**config.mk**
```make
export PLATFORM = sky130hd
export DESIGN_NAME = dfi_top
export DESIGN_NICKNAME = d
export VERILOG_FILES = /design/src/rtl/dfi_pkg.sv /design/src/rtl/dfi_top.sv
export VERILOG_INCLUDE_DIRS = /design/src /design/src/rtl
export SDC_FILE = /design/constraint.sdc
export NUM_CORES = 1
export LEC_CHECK = 0
export BUFFER_PORTS_ARGS = -buffer_cell sky130_fd_sc_hd__buf_2
export CORE_UTILIZATION = 35
export DETAILED_ROUTE_END_ITERATION = 8
export GPL_ROUTABILITY_DRIVEN = 0
export MAX_ROUTING_LAYER = met4
export PLACE_DENSITY_LB_ADDON = 0.08
export SLEW_MARGIN = 40
export SYNTH_ARGS = -nofsm -noshare
export SYNTH_HDL_FRONTEND = slang
export SYNTH_SLANG_ARGS = --single-unit
```
**constraint.sdc**
```tcl
create_clock -name SYS_CLK -period 4.7 [get_ports SYS_CLK]
set_clock_uncertainty 0.15 [all_clocks]
set_input_delay 0.235 -clock SYS_CLK [delete_from_list [all_inputs] [get_ports SYS_CLK]]
set_output_delay 0.235 -clock SYS_CLK [all_outputs]
set_load 0.005 [all_outputs]
```
**src/rtl/dfi_defs.svh**
```systemverilog
`ifndef DFI_DEFS_SVH
`define DFI_DEFS_SVH
// ----------------------------------------
// register byte offsets
// ----------------------------------------
`define DFI_OFS_CMD      12'h000
`define DFI_OFS_FEAT     12'h004
`define DFI_OFS_STAT     12'h008
`define DFI_OFS_ERR      12'h00c
`define DFI_OFS_DATA     12'h010
`define DFI_OFS_NATIVE   12'h014
`define DFI_OFS_HLIMIT   12'h018
`define DFI_OFS_CTRL     12'h01c
`define DFI_OFS_PROG     12'h020
// ----------------------------------------
// opcodes and codes
// ----------------------------------------
`define DFI_OP_FORMAT    8'hf7
`define DFI_OP_IDENTIFY  8'hec
`define DFI_OP_SEC_PREP  8'hf3
`define DFI_FEAT_MERGE   8'h11
// ----------------------------------------
// status and error bits
// ----------------------------------------
`define DFI_ST_BSY       7
`define DFI_ST_RDY       6
`define DFI_ST_DSC       4
`define DFI_ST_DRQ       3
`define DFI_ST_ERR       0
`define DFI_ER_ABT       2
`define DFI_ST_RESET     8'h50
// ----------------------------------------
// identify words and native capacity reset
// ----------------------------------------
`define DFI_ID_W0_BASE   16'h045a
`define DFI_ID_INC_BIT   2
`define DFI_ID_WORDS     9'h100
`define DFI_NATIVE_RESET 32'h0000_ffff
`endif

```
**src/rtl/dfi_pkg.sv**
```systemverilog
package dfi_pkg;
	typedef enum logic [2:0] {
		DFI_IDLE  = 3'b000,
		DFI_MERGE = 3'b001,
		DFI_INIT  = 3'b010,
		DFI_IDENT = 3'b011,
		DFI_DONE  = 3'b100
	} dfi_state_t;
	typedef struct packed {
		logic [11:0] addr;
		logic [31:0] data;
		logic [3:0]  strb;
	} dfi_wreq_t;
endpackage

```
**src/rtl/dfi_top.sv**
```systemverilog
`include "dfi_defs.svh"
`timescale 1ns/1ps
`default_nettype none
module dfi_top (
	input  wire logic        SYS_CLK,
	input  wire logic        RST_N,
	input  wire logic [11:0] S_AXI_AWADDR,
	input  wire logic        S_AXI_AWVALID,
	output var  logic        S_AXI_AWREADY,
	input  wire logic [31:0] S_AXI_WDATA,
	input  wire logic [3:0]  S_AXI_WSTRB,
	input  wire logic        S_AXI_WVALID,
	output var  logic        S_AXI_WREADY,
	output var  logic [1:0]  S_AXI_BRESP,
	output var  logic        S_AXI_BVALID,
	input  wire logic        S_AXI_BREADY,
	input  wire logic [11:0] S_AXI_ARADDR,
	input  wire logic        S_AXI_ARVALID,
	output var  logic        S_AXI_ARREADY,
	output var  logic [31:0] S_AXI_RDATA,
	output var  logic [1:0]  S_AXI_RRESP,
	output var  logic        S_AXI_RVALID,
	input  wire logic        S_AXI_RREADY,
	output var  logic        SECTOR_WR,
	output var  logic [31:0] SECTOR_ADDR,
	output var  logic        LISTS_COMMIT
);
	import dfi_pkg::*;

	// ----------------------------------------
	// write channel capture
	// ----------------------------------------
	logic        aw_full_q, w_full_q, bvalid_q;
	logic [11:0] awaddr_q;
	logic [31:0] wdata_q;
	logic [3:0]  wstrb_q;
	wire         wr_go   = aw_full_q && w_full_q && !bvalid_q;
	wire         aw_take = S_AXI_AWVALID && !aw_full_q;
	wire         w_take  = S_AXI_WVALID && !w_full_q;
	dfi_wreq_t   wreq;
	assign wreq = '{addr: awaddr_q, data: wdata_q, strb: wstrb_q};

	always_ff @(posedge SYS_CLK or negedge RST_N) begin
		if (!RST_N) begin
			aw_full_q <= 1'b0;
			w_full_q  <= 1'b0;
			awaddr_q  <= 12'h000;
			wdata_q   <= 32'h0000_0000;
			wstrb_q   <= 4'h0;
		end else begin
			if (aw_take) begin
				aw_full_q <= 1'b1;
				awaddr_q  <= S_AXI_AWADDR;
			end else if (wr_go) begin
				aw_full_q <= 1'b0;
			end
			if (w_take) begin
				w_full_q <= 1'b1;
				wdata_q  <= S_AXI_WDATA;
				wstrb_q  <= S_AXI_WSTRB;
			end else if (wr_go) begin
				w_full_q <= 1'b0;
			end
		end
	end

	// ----------------------------------------
	// write decode
	// ----------------------------------------
	dfi_state_t  state_q;
	wire         idle      = state_q == DFI_IDLE;
	wire         lane0     = wreq.strb[0];
	wire         wr_cmd    = wr_go && wreq.addr == `DFI_OFS_CMD && lane0;
	wire         wr_feat   = wr_go && wreq.addr == `DFI_OFS_FEAT && lane0;
	wire         wr_native = wr_go && wreq.addr == `DFI_OFS_NATIVE;
	wire         wr_hlim   = wr_go && wreq.addr == `DFI_OFS_HLIMIT;
	wire         wr_ctrl   = wr_go && wreq.addr == `DFI_OFS_CTRL && lane0;
	wire         wr_known  = wreq.addr <= `DFI_OFS_PROG && wreq.addr[1:0] == 2'b00;
	// commands written while busy are dropped, as a busy device ignores the task file
	wire         cmd_ok    = wr_cmd && idle;
	wire [7:0]   opcode    = wreq.data[7:0];

	// ----------------------------------------
	// command state
	// ----------------------------------------
	logic [7:0]  feat_q, status_q, error_q, prev_op_q;
	logic [31:0] native_q, hlimit_q, addr_q;
	logic [8:0]  word_q;
	logic        incomplete_q, reassign_pend_q, drq_q;
	wire         fmt_abort = (feat_q != `DFI_FEAT_MERGE) || (prev_op_q != `DFI_OP_SEC_PREP);
	wire         rd_data   = S_AXI_ARVALID && S_AXI_ARREADY && S_AXI_ARADDR == `DFI_OFS_DATA;
	wire [15:0]  id_word0  = `DFI_ID_W0_BASE & ~(16'h0001 << `DFI_ID_INC_BIT)
	                         | ({15'h0000, incomplete_q} << `DFI_ID_INC_BIT);
	wire [15:0]  id_word   = (word_q == 9'h000) ? id_word0 : 16'h0000;
	wire         last_addr = addr_q == native_q;

	always_ff @(posedge SYS_CLK or negedge RST_N) begin
		if (!RST_N) begin
			state_q         <= DFI_IDLE;
			feat_q          <= 8'h00;
			status_q        <= `DFI_ST_RESET;
			error_q         <= 8'h00;
			prev_op_q       <= 8'h00;
			native_q        <= `DFI_NATIVE_RESET;
			hlimit_q        <= `DFI_NATIVE_RESET;
			addr_q          <= 32'h0000_0000;
			word_q          <= 9'h000;
			incomplete_q    <= 1'b0;
			reassign_pend_q <= 1'b0;
			drq_q           <= 1'b0;
			SECTOR_WR       <= 1'b0;
			SECTOR_ADDR     <= 32'h0000_0000;
			LISTS_COMMIT    <= 1'b0;
		end else begin
			SECTOR_WR    <= 1'b0;
			LISTS_COMMIT <= 1'b0;
			if (wr_feat)
				feat_q <= wreq.data[7:0];
			if (wr_native)
				native_q <= wreq.data;
			if (wr_hlim)
				hlimit_q <= wreq.data;
			if (wr_ctrl) begin
				incomplete_q    <= wreq.data[0];
				reassign_pend_q <= wreq.data[1];
			end
			case (state_q)
				DFI_IDLE: begin
					if (cmd_ok) begin
						prev_op_q <= opcode;
						error_q   <= 8'h00;
						if (opcode == `DFI_OP_FORMAT) begin
							if (fmt_abort) begin
								error_q  <= 8'h01 << `DFI_ER_ABT;
								status_q <= 8'h41;
							end else begin
								status_q <= 8'h80;
								state_q  <= DFI_MERGE;
							end
						end else if (opcode == `DFI_OP_IDENTIFY) begin
							status_q <= 8'h58;
							drq_q    <= 1'b1;
							word_q   <= 9'h000;
							state_q  <= DFI_IDENT;
						end else begin
							status_q <= `DFI_ST_RESET;
						end
					end
				end
				DFI_MERGE: begin
					// reassign entries fold into defects; list is cleared here
					reassign_pend_q <= 1'b0;
					addr_q          <= 32'h0000_0000;
					state_q         <= DFI_INIT;
				end
				DFI_INIT: begin
					// host limit deliberately unused: protected area is wiped too
					SECTOR_WR   <= 1'b1;
					SECTOR_ADDR <= addr_q;
					addr_q      <= addr_q + 32'h0000_0001;
					if (last_addr)
						state_q <= DFI_DONE;
				end
				DFI_DONE: begin
					LISTS_COMMIT <= 1'b1;
					status_q     <= `DFI_ST_RESET;
					state_q      <= DFI_IDLE;
				end
				DFI_IDENT: begin
					if (rd_data) begin
						word_q <= word_q + 9'h001;
						if (word_q == `DFI_ID_WORDS - 9'h001) begin
							drq_q    <= 1'b0;
							status_q <= `DFI_ST_RESET;
							state_q  <= DFI_IDLE;
						end
					end
				end
				default: state_q <= DFI_IDLE;
			endcase
		end
	end

	// ----------------------------------------
	// read path
	// ----------------------------------------
	logic        rvalid_q;
	logic [31:0] rdata_q;
	logic [1:0]  rresp_q;
	wire         ar_take = S_AXI_ARVALID && !rvalid_q;
	logic [31:0] rd_mux;
	logic        rd_hit;
	always_comb begin
		rd_hit = 1'b1;
		case (S_AXI_ARADDR)
			`DFI_OFS_CMD:    rd_mux = {24'h000000, prev_op_q};
			`DFI_OFS_FEAT:   rd_mux = {24'h000000, feat_q};
			`DFI_OFS_STAT:   rd_mux = {24'h000000, status_q};
			`DFI_OFS_ERR:    rd_mux = {24'h000000, error_q};
			`DFI_OFS_DATA:   rd_mux = {16'h0000, (state_q == DFI_IDENT) ? id_word : 16'h0000};
			`DFI_OFS_NATIVE: rd_mux = native_q;
			`DFI_OFS_HLIMIT: rd_mux = hlimit_q;
			`DFI_OFS_CTRL:   rd_mux = {30'h0000_0000, reassign_pend_q, incomplete_q};
			`DFI_OFS_PROG:   rd_mux = addr_q;
			default: begin
				rd_mux = 32'h0000_0000;
				rd_hit = 1'b0;
			end
		endcase
	end

	always_ff @(posedge SYS_CLK or negedge RST_N) begin
		if (!RST_N) begin
			rvalid_q <= 1'b0;
			rdata_q  <= 32'h0000_0000;
			rresp_q  <= 2'b00;
			bvalid_q <= 1'b0;
			S_AXI_BRESP <= 2'b00;
		end else begin
			if (ar_take) begin
				rvalid_q <= 1'b1;
				rdata_q  <= rd_mux;
				rresp_q  <= rd_hit ? 2'b00 : 2'b10;
			end else if (S_AXI_RREADY)
				rvalid_q <= 1'b0;
			if (wr_go) begin
				bvalid_q    <= 1'b1;
				S_AXI_BRESP <= wr_known ? 2'b00 : 2'b10;
			end else if (S_AXI_BREADY)
				bvalid_q <= 1'b0;
		end
	end

	assign S_AXI_AWREADY = !aw_full_q;
	assign S_AXI_WREADY  = !w_full_q;
	assign S_AXI_BVALID  = bvalid_q;
	assign S_AXI_ARREADY = !rvalid_q;
	assign S_AXI_RVALID  = rvalid_q;
	assign S_AXI_RDATA   = rdata_q;
	assign S_AXI_RRESP   = rresp_q;
endmodule
`default_nettype wire

```
-- Word-level counts from Yosys, hierarchy flattened
Cells that the tools add are included.
- add/subtract/negate cells: 2
- reductions and logical operators: 39
- $lt $le $gt $ge: 1
- muxes and demuxes: 40
- equality and inequality tests: 30
- operators with widths (cell ; number):
    $pmux W32 S9 ; 1
    $eq A12 B5 Y1 const B ; 7
    $pmux W32 S2 ; 1
    $mux W8 ; 5
    $mux W9 ; 4
    $add A32 B1 Y32 const B ; 1
    $eq A32 B32 Y1 ; 1
    $mux W3 ; 9
    $eq A12 B3 Y1 const B ; 2
    $eq A12 B4 Y1 const B ; 2
    $logic_not A12 Y1 ; 2
    $pmux W8 S3 ; 1
    $mux W11 ; 2
    $pmux W9 S2 ; 1
    $eq A8 B8 Y1 const B ; 2
    $logic_and A1 B1 Y1 ; 16
    $reduce_bool A2 Y1 ; 7
    $eq A12 B6 Y1 const B ; 1
    $le A12 B6 Y1 const B ; 1
    $mux W1 ; 12
    $pmux W3 S4 ; 1
    $add A9 B1 Y9 const B ; 1
    $eq A9 B8 Y1 const B ; 1
    $logic_not A9 Y1 ; 1
    21 further kinds ; 30
- register bits after elaboration: 261
- logic and storage cells: 136
- input port bits: 67

-- Longest topological paths before layout
- word-level depth: 7
- depth in mapped cells: 9
- gate-level depth less buffers: 9

-- Worst setup path before layout
OpenSTA, ideal clock, no wires.
- path type: reg2reg
- from: register awaddr_q[8]
- to: register hlimit_q[23]
- stages on the path, launching flop included: 7
- arrival time: 2.006 ns
- setup slack: 2.419 ns
- path buffers: 1
- cells stage by stage: dfrtp_1 > or4_4 > nor3_4 > nand3_1 > nor3_4 > buf_6 > mux2_2
- word-level cells in the longest chain between the ends: 2
- ends and longest elaborated chain (element ; line ; text):
    start: declaration ; dfi_top.sv:34 ; logic [11:0] awaddr_q;
    start signal: assignment ; dfi_top.sv:47 ; awaddr_q <= 12'h000;
    start signal: assignment ; dfi_top.sv:53 ; awaddr_q <= S_AXI_AWADDR;
    $eq A12 B5 Y1 (no source line) ; -- ;
    $logic_and A1 B1 Y1 (no source line) ; -- ;
    end signal: assignment ; dfi_top.sv:105 ; hlimit_q <= `DFI_NATIVE_RESET;
    end signal: assignment ; dfi_top.sv:122 ; hlimit_q <= wreq.data;
    end: declaration ; dfi_top.sv:87 ; logic [31:0] native_q, hlimit_q, addr_q;
No other way between the ends.
A chain may end at the register's enable or synchronous reset.

-- Worst setup path in the final report
- from: register state_q[2]
- to: register addr_q[30]
- word-level cells in the longest chain between the ends: 2
- elaborated cells on any way between the ends: 4
- ends and longest elaborated chain (element ; line ; text):
    start: declaration ; dfi_top.sv:70 ; dfi_state_t state_q;
    start signal: assignment ; dfi_top.sv:99 ; state_q <= DFI_IDLE;
    start signal: assignment ; dfi_top.sv:138 ; state_q <= DFI_MERGE;
    start signal: assignment ; dfi_top.sv:144 ; state_q <= DFI_IDENT;
    $eq A3 B2 Y1 / $eq A3 B1 Y1 (equally long branches) ; dfi_top.sv:127 ; case (state_q)
    $pmux W32 S2 / $reduce_bool A2 Y1 (equally long branches) ; -- ;
    end signal: assignment ; dfi_top.sv:160 ; addr_q <= addr_q + 32'h0000_0001;
    end: declaration ; dfi_top.sv:87 ;
Parallel ways exist; a longest one is shown, timed or not.

==> impl_metrics.ini <==
[die]
fp.coreArea_um2 = 31900
die_y_um = 183
die_w_um = 183
rows = 65
die-area_um2 = 33400
pin_count = 142
start_util_pct = 35.9

[sta]
worst_slew_pin_slew_ns = 0.760
rsz0062_at_grt = false
drv_slew = 0
setup_viol = 0
fin_tns_setup_ns = 0
finalCritPeriodShare_pct = 56.5
slew_headroom_pct = 48.9
fin_crit_ns = 2.66
max_freq_mhz = 377
hold_viol_final = 0

[clock_network]
clk_latency_ns = 0.54
clockRootBuffer = clkbuf_16
htreeDepth = 1
clkTransAtPathRegs_ns = 0.06
cts_resized = 0
cts_buffer_depth = 3
cts_tree = built
clock_sinks = 249
cts-buffers-inserted = 29

[logic_synthesis]
syn-cell-area_um2 = 11400
ys.flop_type = dfrtp_1
yosysWarnings = 0
synth_seq_area_share_pct = 54.8
synth_cell_type_count = 75
async_reset_ff_share_pct = 100
synth-seq-cells = 249
synth-edff-count = 0
postSynthCellCount = 986
synth_area_leaders = dfrtp_1 (47%), mux2_2 (13%), dfstp_2 (7.8%)
yosysTopAreaCell = dfrtp_1
synth_top_area_share_pct = 47.0
synth_area_per_cell_um2 = 11.6

[final_layout]
num-fill-cells = 3127
synthToLayoutAreaGrowth_pct = 22.5
diodes = 0
final_cell_mix = dfrtp_1 (215), nand2_1 (158), buf_2 (135)
ff_latch_area_um2 = 6270
multi_input_area_um2 = 4830
final_cells = 1618
drive_gt1_share_pct = 32.1
fin_util_pct = 44.0
final_nets = 1232
design_area_um2 = 14000
final_common_cell = dfrtp_1

[worst_setup_path]
cp-start-kind = flip-flop
r2r_cells = 7
path_max_fanout = 45
end_kind = flip-flop
critical_path_class = reg -> reg
arrival_ns = 2.97
cp.required_ns = 5.02

[routing]
drc = 0
ant_nets = 0
wl_um = 31300
wire_per_inst_um = 19.3
vias_per_cell = 5.16
num_vias = 8347
drt_iter0_drc = 562
dr.pass1.iters = 5

[power]
p_leak_nw = 6.73
max-vdd-ir-drop_v = 0.000288
p_per_area_nw_per_um2 = 385
finalPower_mw = 5.40

[placement]
dpl.hpwl_um = 21900
dpl-instance-area_um2 = 12600
port_buffers = 136
dp_cells = 1515

[worst_hold_path]
min_path_type = in -> reg
holdPathStages = 4

[grt]
grt_pass1_vias = 8378
grt.overflow.total = 0
grt_usage_pct = 19.9
grt_max_degree = 93
antenna_found_initial = 0
grt_pass1_wl_um = 50000

[flow_run]
max_cap_violations = 0

[outcome]
status = complete, no violations
repair_timing:
action | 4_1_cts | 5_1_grt
buffers inserted | 0 | 0
hold buffers | 50 | 0
endpoints found under the hold margin | 252 | 0
registers in the layout (all words and copies together), names as in the netlist, 3 cells and up:
signal	cells
feat_q	8
word_q	9
status_q	5
awaddr_q	12
state_q	3
wdata_q	32
SECTOR_ADDR	32
prev_op_q	8
S_AXI_RDATA	32
addr_q	32
hlimit_q	32
native_q	32
through the flow:
| stage | worst slack [ns] | hold WS [ns] |
|---|---|---|
| floorplan | 2.42 | -0.211 |
| global placement | 1.73 | 0.266 |
| detailed placement | 1.97 | 0.128 |
| CTS | 2.03 | 0.0412 |
| global route | 1.80 | 0.0985 |
| finish | 2.04 | 0.0626 |
area by class of cell:
| cell class | instances | area share (%) |
|---|---|---|
| Clock inverter | 5 | 0.536 |
| Clock buffer | 48 | 5.90 |
| Sequential cell | 249 | 44.8 |
| Timing Repair Buffer | 204 | 10.0 |
| Multi-Input combinational cell | 660 | 34.4 |
| Inverter | 17 | 0.455 |
| Tap cell | 435 | 3.88 |
layer usage:
layer  track usage, %  wire [um]  up-vias
met5                -          0        -
met4             4.27        646        0
met3             2.68       1310       44
met2             29.5      13700      186
met1             29.0      15600     4174
li1                 -          -     3943
cells in the mapped netlist, types with 11 or more instances:
cell	instances
dfrtp_1	215
nand2_1	158
mux2_2	131
o21ai_0	52
clkbuf_1	39
dfstp_2	34
xor2_1	32
nand3_1	28
a222oi_1	25
nor2_1	25
mux2i_1	21
nand4_1	17
inv_1	16
nor4_1	14
nor3_1	11
path summary, 6_finish.rpt:
| kind | start | endpoint | slack, ns |
|---|---|---|---|
| worst min-delay path | S_AXI_ARADDR[5] | S_AXI_RDATA[0]$_DFFE_PN0P_ | 0.06 |
| worst max register to register | state_q[2]$_DFFE_PN0P_ | addr_q[30]$_DFFE_PN0P_ | 2.04 |
| min in group asynchronous | RST_N | wdata_q[25]$_DFFE_PN0P_ | 0.14 |
| max in group asynchronous | RST_N | SECTOR_ADDR[30]$_DFFE_PN0P_ | 3.11 |
| worst max-delay path | state_q[2]$_DFFE_PN0P_ | addr_q[30]$_DFFE_PN0P_ | 2.04 |
| worst min register to register | SECTOR_ADDR[11]$_DFFE_PN0P_ | SECTOR_ADDR[11]$_DFFE_PN0P_ | 0.32 |
kinds of logic after synthesis:
family	synth area share, %
fa+ha+maj	0.437
mux	15.1
compound gates	8.49
flops	54.8
xor+xnor	2.91
buf+inv	3.29
simple gates	15.0
other cells	0.0328
power breakdown:
group	leakage [nW]	switching, mW	internal [mW]
logic	3.07	0.252	0.341
registers	3.22	0.266	2.39
clock network	0.438	0.862	1.30
worst max-delay path, cell delays in order, from the launching register on:
cell	delay [ns]
dfrtp_1	0.45
or3b_1	0.39
buf_4	0.28
inv_2	0.10
and3_1	0.21
nand4_1	0.46
nor4_1	0.38
o21bai_1	0.15
Note: power is estimated with default switching activity, not from simulation.
